`config.mk`:
```
export PLATFORM = sky130hd
export DESIGN_NAME = dcsr_top
export DESIGN_NICKNAME = d
export VERILOG_FILES = /design/src/rtl/dcsr_pkg.sv /design/src/rtl/dcsr_top.sv
export VERILOG_INCLUDE_DIRS = /design/src /design/src/rtl
export SDC_FILE = /design/constraint.sdc
export NUM_CORES = 1
export LEC_CHECK = 0
export BUFFER_PORTS_ARGS = -buffer_cell sky130_fd_sc_hd__buf_2
export CAP_MARGIN = 20
export CORE_ASPECT_RATIO = 1.5
export CORE_MARGIN = 2
export CORE_UTILIZATION = 55
export DETAILED_ROUTE_END_ITERATION = 8
export GPL_ROUTABILITY_DRIVEN = 0
export PLACE_DENSITY = 0.85
export SETUP_SLACK_MARGIN = 0.5
export SLEW_MARGIN = 30
export SYNTH_ARGS = -nofsm -noshare
export SYNTH_HDL_FRONTEND = slang
export SYNTH_SLANG_ARGS = --single-unit
export TNS_END_PERCENT = 1
```
`constraint.sdc`:
```
create_clock -name i_core_clk -period 14.8 [get_ports i_core_clk]
set_clock_uncertainty 0.05 [all_clocks]
set_input_delay 0.74 -clock i_core_clk [delete_from_list [all_inputs] [get_ports i_core_clk]]
set_output_delay 0.74 -clock i_core_clk [all_outputs]
set_load 0.01 [all_outputs]
```
`src/rtl/dcsr_defs.svh`:
```
`ifndef DCSR_DEFS_SVH
`define DCSR_DEFS_SVH

// ----------------------------------------------------------------
// register offsets (byte addresses)
// ----------------------------------------------------------------
`define DCSR_OFF_CTRL     12'h004
`define DCSR_OFF_CTRL_SET 12'h008
`define DCSR_OFF_CTRL_CLR 12'h00C
`define DCSR_OFF_STAT     12'h040
`define DCSR_OFF_STAT_RC  12'h044
`define DCSR_OFF_TALLY    12'h048
`define DCSR_OFF_ALIGN    12'h04C
`define DCSR_OFF_WB_LO    12'h088
`define DCSR_OFF_WB_HI    12'h08C
`define DCSR_OFF_MASK     12'h090

// ----------------------------------------------------------------
// bit positions shared by control, status and mask words, and fields of the alignment word
// ----------------------------------------------------------------
`define DCSR_BIT_RUN      0
`define DCSR_BIT_HALT     1
`define DCSR_BIT_DONE     2
`define DCSR_BIT_ALIGN    3
`define DCSR_BIT_SIG      4
`define DCSR_BIT_LEN      5
`define DCSR_BIT_IDLE     6
`define DCSR_DESC_HI      23
`define DCSR_DESC_LO      19
`define DCSR_READ_HI      13
`define DCSR_READ_LO      9
`define DCSR_ALN_ADDR_HI  23
`define DCSR_ALN_ADDR_LO  16
`define DCSR_ALN_LEN_HI   15
`define DCSR_ALN_LEN_LO   8
`define DCSR_ALN_BITS_HI  7
`define DCSR_ALN_BITS_LO  0

// ----------------------------------------------------------------
// masks and reset values
// ----------------------------------------------------------------
`define DCSR_FAULT_ALL    5'h1F
`define DCSR_CTRL_WMASK   32'h0EF83E7F
`define DCSR_MASK_WMASK   32'h00F83E56
`define DCSR_RC_MASK      32'h00FFFFFE
`define DCSR_ZERO32       32'h00000000
`define DCSR_ONE32        32'h00000001
`define DCSR_ZERO5        5'h00
`define DCSR_READ_EV_MASK 5'h03
`define DCSR_DEF_ADDR_ALN 8'h40
`define DCSR_DEF_LEN_GRAN 8'h01
`define DCSR_DEF_ADDR_BIT 8'h40

`endif

```
`src/rtl/dcsr_pkg.sv`:
```
package dcsr_pkg;

  // whole register state of the channel status block
  typedef struct packed {
    logic [31:0] ctrl;
    logic [4:0]  desc_fault;
    logic [4:0]  read_fault;
    logic        halted_idle;
    logic        bad_length;
    logic        bad_sig;
    logic        misalign;
    logic        done_mark;
    logic        halt_mark;
    logic [31:0] tally;
    logic [31:0] wb_lo;
    logic [31:0] wb_hi;
    logic [31:0] mask;
    logic [31:0] prdata;
    logic        stop_pending;
    logic        stop_req;
    logic        irq;
  } dcsr_state_s;

  // per-descriptor events reported by the engine
  typedef struct packed {
    logic [4:0] desc_fault;
    logic [1:0] read_fault;
    logic       bad_length;
    logic       bad_sig;
    logic       misalign;
    logic       desc_done;
    logic       done_bit;
    logic       stop_bit;
  } dcsr_event_s;

endpackage

```
`src/rtl/dcsr_top.sv`:
```
`timescale 1ns/1ps
`include "dcsr_defs.svh"

module dcsr_top
  import dcsr_pkg::*;
#(
  parameter logic [7:0] P_ADDR_ALIGN = `DCSR_DEF_ADDR_ALN,
  parameter logic [7:0] P_LEN_GRAN   = `DCSR_DEF_LEN_GRAN,
  parameter logic [7:0] P_ADDR_BITS  = `DCSR_DEF_ADDR_BIT
) (
  input  wire logic        i_core_clk,
  input  wire logic        i_rst_n,
  input  wire logic        i_psel,
  input  wire logic        i_penable,
  input  wire logic        i_pwrite,
  input  wire logic [11:0] i_paddr,
  input  wire logic [31:0] i_pwdata,
  output logic      [31:0] o_prdata,
  output logic             o_pready,
  output logic             o_pslverr,
  input  wire logic        i_engine_busy,
  input  wire dcsr_event_s i_event,
  output logic      [31:0] o_ctrl_word,
  output logic             o_run,
  output logic             o_engine_stop,
  output logic      [31:0] o_tally,
  output logic      [63:0] o_poll_wb_addr,
  output logic             o_irq
);

  // ----------------------------------------------------------------
  // reset release
  // ----------------------------------------------------------------
  logic [1:0] rst_sync_r;
  logic       rst_n;

  always_ff @(posedge i_core_clk or negedge i_rst_n) begin
    if (!i_rst_n) begin
      rst_sync_r <= 2'h0;
    end else begin
      rst_sync_r <= {rst_sync_r[0], 1'b1};
    end
  end
  assign rst_n = rst_sync_r[1];

  // ----------------------------------------------------------------
  // helpers
  // ----------------------------------------------------------------
  function automatic logic [31:0] status_word(input dcsr_state_s s, input logic busy);
    logic [31:0] w;
    w = `DCSR_ZERO32;
    w[`DCSR_DESC_HI:`DCSR_DESC_LO] = s.desc_fault;
    w[`DCSR_READ_HI:`DCSR_READ_LO] = s.read_fault;
    w[`DCSR_BIT_IDLE]  = s.halted_idle;
    w[`DCSR_BIT_LEN]   = s.bad_length;
    w[`DCSR_BIT_SIG]   = s.bad_sig;
    w[`DCSR_BIT_ALIGN] = s.misalign;
    w[`DCSR_BIT_DONE]  = s.done_mark;
    w[`DCSR_BIT_HALT]  = s.halt_mark;
    w[`DCSR_BIT_RUN]   = busy;
    return w;
  endfunction

  function automatic logic addr_hit(input logic [11:0] a);
    logic h;
    h = 1'b0;
    case (a)
      `DCSR_OFF_CTRL, `DCSR_OFF_CTRL_SET, `DCSR_OFF_CTRL_CLR,
      `DCSR_OFF_STAT, `DCSR_OFF_STAT_RC, `DCSR_OFF_TALLY,
      `DCSR_OFF_ALIGN, `DCSR_OFF_WB_LO, `DCSR_OFF_WB_HI,
      `DCSR_OFF_MASK: h = 1'b1;
      default:        h = 1'b0;
    endcase
    return h;
  endfunction

  // ----------------------------------------------------------------
  // state update
  // ----------------------------------------------------------------
  dcsr_state_s st_r;
  dcsr_state_s st_nxt;
  logic        apb_setup;
  logic        apb_acc;
  logic        wr_acc;
  logic        rd_rc_acc;
  logic        run_rise;
  logic        run_fall;
  logic        desc_en;
  logic        read_en;
  logic [4:0]  desc_log;
  logic [4:0]  read_log;
  logic        sig_log;
  logic [31:0] cur_stat;
  logic [31:0] wmask;
  logic [31:0] clr_bits;

  assign apb_setup = i_psel & ~i_penable;
  assign apb_acc   = i_psel & i_penable;
  assign wr_acc    = apb_acc & i_pwrite;
  assign rd_rc_acc = apb_acc & ~i_pwrite & (i_paddr == `DCSR_OFF_STAT_RC);
  assign cur_stat  = status_word(st_r, i_engine_busy);

  always_comb begin
    st_nxt = st_r;
    st_nxt.stop_req = 1'b0;
    wmask = i_pwdata & `DCSR_CTRL_WMASK;

    // register writes: control word and its aliases, writeback address and mask
    if (wr_acc) begin
      case (i_paddr)
        `DCSR_OFF_CTRL:     st_nxt.ctrl = (st_r.ctrl & ~`DCSR_CTRL_WMASK) | wmask;
        `DCSR_OFF_CTRL_SET: st_nxt.ctrl = st_r.ctrl | wmask;
        `DCSR_OFF_CTRL_CLR: st_nxt.ctrl = st_r.ctrl & ~wmask;
        `DCSR_OFF_WB_LO:    st_nxt.wb_lo = i_pwdata;
        `DCSR_OFF_WB_HI:    st_nxt.wb_hi = i_pwdata;
        `DCSR_OFF_MASK:     st_nxt.mask = i_pwdata & `DCSR_MASK_WMASK;
        default:            st_nxt.ctrl = st_r.ctrl;
      endcase
    end
    run_rise = st_nxt.ctrl[`DCSR_BIT_RUN] & ~st_r.ctrl[`DCSR_BIT_RUN];
    run_fall = ~st_nxt.ctrl[`DCSR_BIT_RUN] & st_r.ctrl[`DCSR_BIT_RUN];

    // software clears come first so that a same-cycle event still lands
    clr_bits = `DCSR_ZERO32;
    if (wr_acc && (i_paddr == `DCSR_OFF_STAT)) begin
      clr_bits = i_pwdata & `DCSR_RC_MASK;
    end
    if (rd_rc_acc) begin
      clr_bits = st_r.prdata & `DCSR_RC_MASK;
    end
    st_nxt.desc_fault  = st_r.desc_fault & ~clr_bits[`DCSR_DESC_HI:`DCSR_DESC_LO];
    st_nxt.read_fault  = st_r.read_fault & ~clr_bits[`DCSR_READ_HI:`DCSR_READ_LO];
    st_nxt.halted_idle = st_r.halted_idle & ~clr_bits[`DCSR_BIT_IDLE];
    st_nxt.bad_length  = st_r.bad_length & ~clr_bits[`DCSR_BIT_LEN];
    st_nxt.bad_sig     = st_r.bad_sig & ~clr_bits[`DCSR_BIT_SIG];
    st_nxt.misalign    = st_r.misalign & ~clr_bits[`DCSR_BIT_ALIGN];
    st_nxt.done_mark   = st_r.done_mark & ~clr_bits[`DCSR_BIT_DONE];
    st_nxt.halt_mark   = st_r.halt_mark & ~clr_bits[`DCSR_BIT_HALT];

    // run set restarts the channel's bookkeeping
    if (run_rise) begin
      st_nxt.desc_fault   = `DCSR_ZERO5;
      st_nxt.read_fault   = `DCSR_ZERO5;
      st_nxt.halted_idle  = 1'b0;
      st_nxt.bad_length   = 1'b0;
      st_nxt.bad_sig      = 1'b0;
      st_nxt.done_mark    = 1'b0;
      st_nxt.halt_mark    = 1'b0;
      st_nxt.tally        = `DCSR_ZERO32;
      st_nxt.stop_pending = 1'b0;
    end

    // event logging, gated by current enables except misalignment and the tally
    desc_en  = (st_r.ctrl[`DCSR_DESC_HI:`DCSR_DESC_LO] == `DCSR_FAULT_ALL);
    read_en  = (st_r.ctrl[`DCSR_READ_HI:`DCSR_READ_LO] == `DCSR_FAULT_ALL);
    desc_log = desc_en ? i_event.desc_fault : `DCSR_ZERO5;
    read_log = read_en ? ({3'h0, i_event.read_fault} & `DCSR_READ_EV_MASK) : `DCSR_ZERO5;
    sig_log  = i_event.bad_sig & st_r.ctrl[`DCSR_BIT_SIG];
    st_nxt.desc_fault = st_nxt.desc_fault | desc_log;
    st_nxt.read_fault = st_nxt.read_fault | read_log;
    st_nxt.bad_length = st_nxt.bad_length
                      | (i_event.bad_length & st_r.ctrl[`DCSR_BIT_LEN]);
    st_nxt.bad_sig    = st_nxt.bad_sig | sig_log;
    st_nxt.misalign   = st_nxt.misalign | i_event.misalign;
    if (i_event.desc_done) begin
      st_nxt.done_mark = st_nxt.done_mark
                       | (i_event.done_bit & st_r.ctrl[`DCSR_BIT_DONE]);
      // stop-bit flag shares the signature enable, as the hardware does
      st_nxt.halt_mark = st_nxt.halt_mark
                       | (i_event.stop_bit & st_r.ctrl[`DCSR_BIT_SIG]);
      st_nxt.tally     = st_nxt.tally + `DCSR_ONE32;
    end
    // a logged fault or bad signature halts the engine
    st_nxt.stop_req = (|desc_log) | (|read_log) | sig_log;

    // halted-idle waits for the in-flight descriptor to drain
    if (run_fall) begin
      st_nxt.stop_pending = 1'b1;
    end else if (st_r.stop_pending && !i_engine_busy && !run_rise) begin
      st_nxt.stop_pending = 1'b0;
      st_nxt.halted_idle  = st_nxt.halted_idle | st_r.ctrl[`DCSR_BIT_IDLE];
    end

    // read data is captured in setup so the access phase needs no wait
    if (apb_setup && !i_pwrite) begin
      case (i_paddr)
        `DCSR_OFF_CTRL, `DCSR_OFF_CTRL_SET, `DCSR_OFF_CTRL_CLR:
                            st_nxt.prdata = st_r.ctrl;
        `DCSR_OFF_STAT:     st_nxt.prdata = cur_stat;
        `DCSR_OFF_STAT_RC:  st_nxt.prdata = cur_stat & `DCSR_RC_MASK;
        `DCSR_OFF_TALLY:    st_nxt.prdata = st_r.tally;
        `DCSR_OFF_ALIGN:    begin
          st_nxt.prdata = `DCSR_ZERO32;
          st_nxt.prdata[`DCSR_ALN_ADDR_HI:`DCSR_ALN_ADDR_LO] = P_ADDR_ALIGN;
          st_nxt.prdata[`DCSR_ALN_LEN_HI:`DCSR_ALN_LEN_LO]   = P_LEN_GRAN;
          st_nxt.prdata[`DCSR_ALN_BITS_HI:`DCSR_ALN_BITS_LO] = P_ADDR_BITS;
        end
        `DCSR_OFF_WB_LO:    st_nxt.prdata = st_r.wb_lo;
        `DCSR_OFF_WB_HI:    st_nxt.prdata = st_r.wb_hi;
        `DCSR_OFF_MASK:     st_nxt.prdata = st_r.mask;
        default:            st_nxt.prdata = `DCSR_ZERO32;
      endcase
    end

    // level request, held until software clears the flags
    st_nxt.irq = |(status_word(st_nxt, 1'b0) & st_nxt.mask);
  end

  always_ff @(posedge i_core_clk or negedge rst_n) begin
    if (!rst_n) begin
      st_r <= '0;
    end else begin
      st_r <= st_nxt;
    end
  end

  // ----------------------------------------------------------------
  // outputs
  // ----------------------------------------------------------------
  // zero wait states: read data is already registered at the setup edge
  assign o_pready       = 1'b1;
  assign o_pslverr      = apb_acc & ~addr_hit(i_paddr);
  assign o_prdata       = st_r.prdata;
  assign o_ctrl_word    = st_r.ctrl;
  assign o_run          = st_r.ctrl[`DCSR_BIT_RUN];
  assign o_engine_stop  = st_r.stop_req;
  assign o_tally        = st_r.tally;
  assign o_poll_wb_addr = {st_r.wb_hi, st_r.wb_lo};
  assign o_irq          = st_r.irq;

  // ----------------------------------------------------------------
  // assertions
  // ----------------------------------------------------------------
  logic any_event;
  assign any_event = (|i_event.desc_fault) | (|i_event.read_fault) | i_event.bad_length
                   | i_event.bad_sig | i_event.misalign | i_event.desc_done;
endmodule

```
==> results of run 1 <==
cells in the mapped netlist, types with 5 or more instances:
cell | n | share of area [%]
sky130_fd_sc_hd__dfrtp_1 | 197 | 49
sky130_fd_sc_hd__buf_4 | 161 | 12
sky130_fd_sc_hd__mux2_2 | 77 | 8.6
sky130_fd_sc_hd__nand2_1 | 76 | 2.8
sky130_fd_sc_hd__nor2_1 | 49 | 1.8
sky130_fd_sc_hd__clkbuf_1 | 47 | 1.7
sky130_fd_sc_hd__a22oi_1 | 43 | 3.2
sky130_fd_sc_hd__o21ai_0 | 42 | 2.1
sky130_fd_sc_hd__a22o_1 | 21 | 1.8
sky130_fd_sc_hd__a221oi_1 | 19 | 1.6
sky130_fd_sc_hd__nand3_1 | 17 | 0.84
sky130_fd_sc_hd__xor2_1 | 17 | 1.5
sky130_fd_sc_hd__a222oi_1 | 16 | 1.6
sky130_fd_sc_hd__a31oi_1 | 15 | 0.93
sky130_fd_sc_hd__and3_1 | 13 | 0.80
sky130_fd_sc_hd__xnor2_1 | 13 | 1.1
sky130_fd_sc_hd__inv_1 | 11 | 0.41
sky130_fd_sc_hd__nor3_1 | 10 | 0.49
sky130_fd_sc_hd__nor2b_1 | 9 | 0.56
sky130_fd_sc_hd__nand4_1 | 8 | 0.49
sky130_fd_sc_hd__and2_1 | 5 | 0.31
cell families after synthesis:
group / after synthesis / synth area share (%)
DFF: 197 / 48.7
xor gates and xnor gates: 30 / 2.60
adders and majority gates: 3 / 0.371
AOI/OAI and AO/OA: 180 / 13.1
buffers and inverters: 225 / 14.5
muxes: 81 / 8.97
and+or+nand+nor: 226 / 11.8
other: 1 / 0.0371
worst max path at each step:
stage	slack, ps	to	startpoint	cells past startpoint
floorplan	8850	cur_stat[10]	rst_sync_r[1]	0
global placement	9630	o_tally[29]	i_paddr[9]	16
detailed placement	9430	o_tally[31]	i_paddr[9]	16
CTS	9840	o_tally[31]	i_paddr[9]	16
global route	9290	o_tally[29]	i_paddr[9]	16
finish	9770	o_tally[31]	i_paddr[9]	16
per-stage QoR:
step / instance area [um^2] / hold slack (ps) / utilization (%)
after floorplan: 10100 / 281 / -
after global placement: 10200 / 287 / 56.8
after global routing: 10800 / 11.8 / 60.0
after detailed placement: 10200 / 293 / 56.9
final: 10800 / 28.3 / 60.0
after CTS: 10800 / 12.8 / 60.0
sequential cells by signal (all words and copies together), names as in the netlist:
| signal | cells |
|---|---|
| cur_stat | 16 |
| o_tally | 32 |
| o_ctrl_word | 32 |
| rst_sync_r | 2 |
| o_prdata | 32 |
| o_poll_wb_addr | 64 |
| st_r | 17 |
| o_irq | 1 |
| o_engine_stop | 1 |
power breakdown:
part	leakage [nW]	switching [mW]	internal (mW)	total, mW
logic	2.57	0.0586	0.0380	0.0966
registers	2.70	0.0261	0.555	0.581
clock network	0.262	0.205	0.234	0.439
per-layer routing:
metal / routed length (um) / share of wire, %
met1: 10500 / 37
met2: 14200 / 50
met3: 2380 / 8.3
met4: 1510 / 5.3
met5: 0 / 0
worst reg2reg max path, cell delays in order, from the launching register on:
cell	delay, ps
sky130_fd_sc_hd__dfrtp_1	440
sky130_fd_sc_hd__a22o_1	270
sky130_fd_sc_hd__ha_1	190
sky130_fd_sc_hd__buf_4	240
sky130_fd_sc_hd__nand3b_1	250
sky130_fd_sc_hd__nor3_1	580
sky130_fd_sc_hd__nand3_1	320
sky130_fd_sc_hd__nor3_1	600
sky130_fd_sc_hd__nand3_1	170
sky130_fd_sc_hd__xor2_1	190
sky130_fd_sc_hd__nor2_1	60
layout make-up:
| class | instances | area [um^2] | share of cell area, % |
|---|---|---|---|
| Clock buffer | 23 | 488 | 4.52 |
| Clock inverter | 9 | 70.1 | 0.648 |
| Sequential cell | 197 | 4930 | 45.7 |
| Tap cell | 217 | 272 | 2.51 |
| Timing Repair Buffer | 240 | 1240 | 11.5 |
| Inverter | 11 | 41.3 | 0.382 |
| Multi-Input combinational cell | 522 | 3760 | 34.8 |
==> metrics.md, run 1 <==
| Metric | Value |
|---|---|
| Run status | finished, final reports clean |
| R2R setup slack | 11310 ps |
| Final critical-path share of the clock period | 34.0% |
| CTS resizes | 0 |
| I/O pin cnt | 228 |
| Headroom to the max-slew limit | 34.4% |
| Ratio of cells with drive above 1 in the final layout | 37.2% |
| Post-CTS Setup Repair Bufs | 0 |
| Horizontal extent of the die | 115 um |
| Most congested layer reported by global routing | met2 |
| Ratio of total power to cell area | 103 nW/um^2 |
| Number of standard cells in the final layout excluding fillers | 1219 |
| Post-layout minimum cycle time | 5030 ps |
| Critical path's slowest cell | sky130_fd_sc_hd__nor4_1 |
| Worst path buffer plus inverter count | 3 |
| Type of origin of the critical path | primary input |
| Endpoint type of the worst setup path | flip-flop |
| Die extent in y | 170 um |
| Total count of hold-check failures in the final report | 0 |
| FF-to-FF Start | o_ctrl_word[0] |
| Final routed wirelength across all metal layers | 28.6 mm |
| Post-synthesis register bit count | 197 |
| Slack of the critical path | 9770 ps |
| Number of port buffers | 226 |
| Remaining global-route overflow | 0 |
| Worst-path fanout max | 35 |
| Die Area | 19500 um^2 |
| Clock Pin Slew Worst Setup and Hold Paths | 70 ps |
| Fraction of the yosys area taken by sequential cells | 48.7% |
| Pre-CTS setup slack | 9430 ps |
| Number of pins exceeding their max-slew limit in the final report | 0 |
| Placed cell count | 1187 |
| Highest-count cells in the layout ignoring fill and taps | 226 x sky130_fd_sc_hd__buf_2, 196 x sky130_fd_sc_hd__dfrtp_1, 77 x sky130_fd_sc_hd__mux2_2, 76 x sky130_fd_sc_hd__nand2_1, 45 x sky130_fd_sc_hd__nor2_1 |
| Met1 routing resource usage after global routing | 35.2% |
| Worst slew pin tran | 975 ps |
| Main flop type after synthesis | sky130_fd_sc_hd__dfrtp_1 |
| Max H-tree Level | 4 |
| Hold buffer count at cts | 0 |
| Starting Density | 56.1% |
| MaxCap Viol Count | 0 |
| Number of cells produced by synthesis | 943 |
| TNS Setup | 0 ps |
| Final setup fails | 0 |
| Drt pass-1 iters | 6 |
| Initial antenna violation count | 0 |
| Cell area after synthesis | 10100 um^2 |
| Total of fill cells in the finished design | 1485 |
| CP cell instances | buf_2 > nor4_1 > nand4_1 > nor3_2 > buf_4 > o21ai_0 > a22o_1 > ha_1 > buf_4 > nand3b_1 > nor3_1 > nand3_1 > nor3_1 > nand3_1 > xor2_1 > nor2_1 |
| Number of warnings printed during yosys synthesis | 0 |
| Synthesis-to-layout area growth | 6.83% |
| Number of distinct library cells after synthesis | 59 |
| Overall global routing resource usage | 29.2% |
| Reported leakage power | 5.53 nW |
| CP arrival | 5290 ps |
| Vias per std cell | 6.44 |
| Mean cell area of the mapped netlist | 10.7 um^2 |
| Highest attainable clock frequency | 199 MHz |
| Fraction of synthesis flops using an asynchronous set or reset pin | 100% |
| TritonCTS Sinks | 197 |
| VDD IR max | 89.9 uV |
| Clock tree from TritonCTS | yes |
| Initial drt markers | 992 |
| Hold WC Path Type | primary input to asynchronous set/reset pin |
| GR met2 Demand/Resource | 48.9% |
| Crit Reg-Reg Endpoint | o_tally[31] |
| Mean routed wirelength per cell | 23.4 um |
| Biggest cell delay along the critical path | 600 ps |
| DPL Wire Length | 20.5 mm |
| Overall power of the completed layout | 1.12 mW |
| Number of clock buffers inserted by TritonCTS | 17 |
| DRC errors left | 0 |
| Commonest non-fill, non-tap cell in the layout | sky130_fd_sc_hd__buf_2 |
| Clk Latency, worst-skew pair | 440 ps |
| Std-Cell Core Area | 18000 um^2 |
| Data required time of the critical path | 15060 ps |
| Largest net degree at the start of global routing | 77 |
| Wire length of the first global-routing pass | 42.8 mm |
| Standard-cell row count | 60 |
| Fraction of met3 tracks used by global routing | 5.45% |
| Crit path kind | primary input to flip-flop |
| Number of flops mapped to enable cells by yosys | 0 |
| Number of antenna diodes | 0 |
| Via count of the first global-routing pass | 7579 |
| RSZ-0062 raised after global routing | false |
| Cell count of the worst reg-to-reg path | 10 |
| Maximum count of clock buffers along a single path | 2 |
| Detailed-route via count | 7845 |
| ANT nets after route | 0 |
| Number of nets in the layout | 1055 |
| Clock Tree Root | sky130_fd_sc_hd__clkbuf_16 |
| Top delay family on crit path | simple AND/OR/NAND/NOR gates |
Power figures use the tool's default switching activity.
==> run 2, diff against run 1 <==
- ABC_AREA: not set -> 1
- PLACE_DENSITY: 0.85 -> 0.84
- clock period: 14.8 -> 4.67 ns (I/O delays scaled with it)
==> run 2 against run 1 <==
Via count grew 24%. Routed wire length grew 15%. Combinational power grew to 3.0 times the previous value. Flip-flop and latch count is the same. Register-to-register slack lost 9600 ps. Synthesized cell count grew 48%. Non-clock buffer count grew 11. Synthesized area grew 8.2%. Design area grew 8.4%. Final cell count grew 41%. Critical path type unchanged. Largest power group unchanged.
==> metrics.md, run 2 <==
| Metric | Value |
|---|---|
| Run status | finished, final reports clean |
| Most instantiated library cell after synthesis | sky130_fd_sc_hd__nand2_1 |
| Commonest non-fill, non-tap cell in the layout | sky130_fd_sc_hd__nand2_1 |
| MaxCap Viol Count | 0 |
| Leading cell types by count after synthesis | 425 x sky130_fd_sc_hd__nand2_1, 197 x sky130_fd_sc_hd__dfrtp_1, 164 x sky130_fd_sc_hd__buf_4 |
| Cell area after synthesis | 10900 um^2 |
| Vias per std cell | 5.68 |
| Biggest cell delay along the critical path | 540 ps |
| Final setup fails | 0 |
| Mean cell area of the mapped netlist | 7.85 um^2 |
| Final critical-path share of the clock period | 75.7% |
| Initial drt markers | 1179 |
| Initial antenna violation count | 5 |
| Critical path's slowest cell | sky130_fd_sc_hd__nor3_1 |
| Drt pass-1 iters | 6 |
| Remaining global-route overflow | 0 |
| Highest-count cells in the layout ignoring fill and taps | 424 x sky130_fd_sc_hd__nand2_1, 226 x sky130_fd_sc_hd__buf_2, 196 x sky130_fd_sc_hd__dfrtp_1, 126 x sky130_fd_sc_hd__inv_1, 102 x sky130_fd_sc_hd__o21ai_0 |
| Clock tree from TritonCTS | yes |
| Number of clock buffers inserted by TritonCTS | 17 |
| Number of cells produced by synthesis | 1394 |
| I/O pin cnt | 228 |
| ANT nets after route | 0 |
| Largest net degree at the start of global routing | 146 |
| Clock Tree Root | sky130_fd_sc_hd__clkbuf_16 |
| Highest attainable clock frequency | 283 MHz |
| Number of flip-flops in the largest register | 64 |
| Reported leakage power | 6.30 nW |
| DPL Wire Length | 22.4 mm |
| RSZ-0062 raised after global routing | false |
| Fraction of the yosys area taken by sequential cells | 45.1% |
| Fraction of synthesis flops using an asynchronous set or reset pin | 100% |
| Die Area | 21100 um^2 |
| Area taken by multi-input logic gates | 4020 um^2 |
| Overall power of the completed layout | 3.56 mW |
| Maximum count of clock buffers along a single path | 2 |
| Detailed-route via count | 9735 |
| Number of nets in the layout | 1504 |
| Headroom to the max-slew limit | 34.6% |
| Clk Latency, worst-skew pair | 430 ps |
| Number of distinct library cells after synthesis | 41 |
| Synthesis-to-layout area growth | 7.02% |
| DRC errors left | 0 |
| Ratio of total power to cell area | 304 nW/um^2 |
| Std-Cell Core Area | 19600 um^2 |
| Mean routed wirelength per cell | 19.1 um |
| Number of port buffers | 226 |
| Worst slew pin tran | 980 ps |
| CP arrival | 3810 ps |
| Hold WC Path Type | primary input to flip-flop |
| Die extent in y | 177 um |
| Data required time of the critical path | 4940 ps |
| Max H-tree Level | 4 |
| Type of origin of the critical path | primary input |
| Biggest area contributors in the synthesized netlist | sky130_fd_sc_hd__dfrtp_1 45%, sky130_fd_sc_hd__nand2_1 15%, sky130_fd_sc_hd__buf_4 11% |
| CP cell instances | buf_2 > inv_1 > nand2_1 > nor3_1 > inv_1 > nor3_2 > o21ai_0 > nand2_1 > o21ai_2 > ha_1 > buf_4 > nor2_1 > ha_1 > nand2_1 > nor2_2 > nand4_2 > nor2_4 > nand3_2 > nor2_4 > nand3_1 > xor2_1 |
| Clock Pin Slew Worst Setup and Hold Paths | 70 ps |
| Final routed wirelength across all metal layers | 32.7 mm |
| Post-synthesis register bit count | 197 |
| Total count of hold-check failures in the final report | 0 |
| Total of fill cells in the finished design | 1704 |
| Standard-cell row count | 63 |
| Starting Density | 55.7% |
| Post-CTS Setup Repair Bufs | 0 |
| Most area-hungry cell type in the Yosys netlist | sky130_fd_sc_hd__dfrtp_1 |
| Worst-path fanout max | 21 |
| Number of warnings printed during yosys synthesis | 0 |
| Overall global routing resource usage | 30.8% |
| Post-layout minimum cycle time | 3540 ps |
| Ratio of cells with drive above 1 in the final layout | 21.4% |
| Most common cell on crit path | sky130_fd_sc_hd__nand2_1 |
| TNS Setup | 0 ps |
| Main flop type after synthesis | sky130_fd_sc_hd__dfrtp_1 |
| Number of flops mapped to enable cells by yosys | 0 |
| VDD IR max | 222 uV |
| Number of pins exceeding their max-slew limit in the final report | 0 |
| Storage element area | 4930 um^2 |
| Crit path kind | primary input to flip-flop |
| Horizontal extent of the die | 119 um |
| Via count of the first global-routing pass | 9354 |
| Wire length of the first global-routing pass | 49.7 mm |
| Share of the synthesized area in the top cell type | 45.1% |
| TritonCTS Sinks | 197 |
| Endpoint type of the worst setup path | flip-flop |
==> run 2: cell count changes after synthesis, sizes merged, moves of 26 or more <==
cell and delta:
buf +26, o21ai +88, inv +121, mux2 -77
a22oi -42, nand2 +352, nor2 +32, nand4 +45
==> run 2: cell type report <==
class | instances | share of cell area [%]
sequential | 197 | 42.1
multi-input combinational | 839 | 34.3
timing repair buffer | 251 | 11.5
inverter | 132 | 4.23
clock buffer | 22 | 3.96
tap | 260 | 2.78
clock inverter | 9 | 1.02
antenna | 3 | 0.0641
==> run 2: worst max-delay path, delay by kind of cell <==
| family | cells | cell delay [ps] |
|---|---|---|
| XOR/XNOR | 1 | 150 |
| adder cells (fa/ha/maj) | 2 | 370 |
| buffers and inverters | 4 | 600 |
| AND/OR/NAND/NOR | 12 | 2250 |
| AO/OA/AOI/OAI | 2 | 190 |
==> run 2: final timing paths <==
check / start / end / slack, ps / cells past startpoint
max in group asynchronous: rst_sync_r[1] / o_ctrl_word[7] / 2980 / 1
setup reg to reg: o_ctrl_word[0] / o_tally[30] / 1760 / 14
hold / removal: i_pwdata[14] / o_poll_wb_addr[46] / 4 / 3
hold reg to reg: rst_sync_r[0] / rst_sync_r[1] / 310 / 0
min in group asynchronous: i_rst_n / rst_sync_r[1] / 50 / 2
setup / recovery: i_paddr[4] / o_tally[30] / 1130 / 21
==> run 2: through the flow <==
step                instances  utilization (%)  setup slack, ps  cell area, um^2  hold WS (ps)
detailed placement       1672             56.3              867            11000         -26.1
global placement         1672             56.3             1050            11000         -31.5
CTS                      1710             59.6             1300            11700          4.70
global route             1711             59.6              735            11700          16.4
floorplan                1395                -             1180            10900          -112
finish                   1713             59.7             1130            11700          3.57
==> run 2: report_power, final <==
| part | switching (mW) | total [mW] | internal [mW] |
|---|---|---|---|
| clock | 0.658 | 1.48 | 0.822 |
| sequential | 0.0447 | 1.78 | 1.74 |
| combinational | 0.199 | 0.292 | 0.0925 |
==> run 2: cells by family (layout without fill, tap and decap cells) <==
logic type,after synthesis,in the layout,share of synthesized area [%]
mux,1,1,0.0915
xor+xnor,28,28,2.24
other cells,1,5,0.0343
simple gates,626,626,24.8
compound gates,179,179,9.01
flops,197,197,45.1
fa+ha+maj,3,3,0.343
buf+inv,359,414,18.4
==> run 2: repair_timing <==
item | CTS | global route
endpoints found under the hold margin | 8 | 0
gates resized for setup | 0 | 0
hold buffers | 7 | 0
==> run 2: per-layer routing <==
layer  track usage, %  wire [um]  vias to the layer above
met1             37.1      11900                     4562
met2             50.2      15800                      636
li1                 -          -                     4376
met4             19.7       2150                        2
met5                0         15                        -
met3             6.28       2890                      159
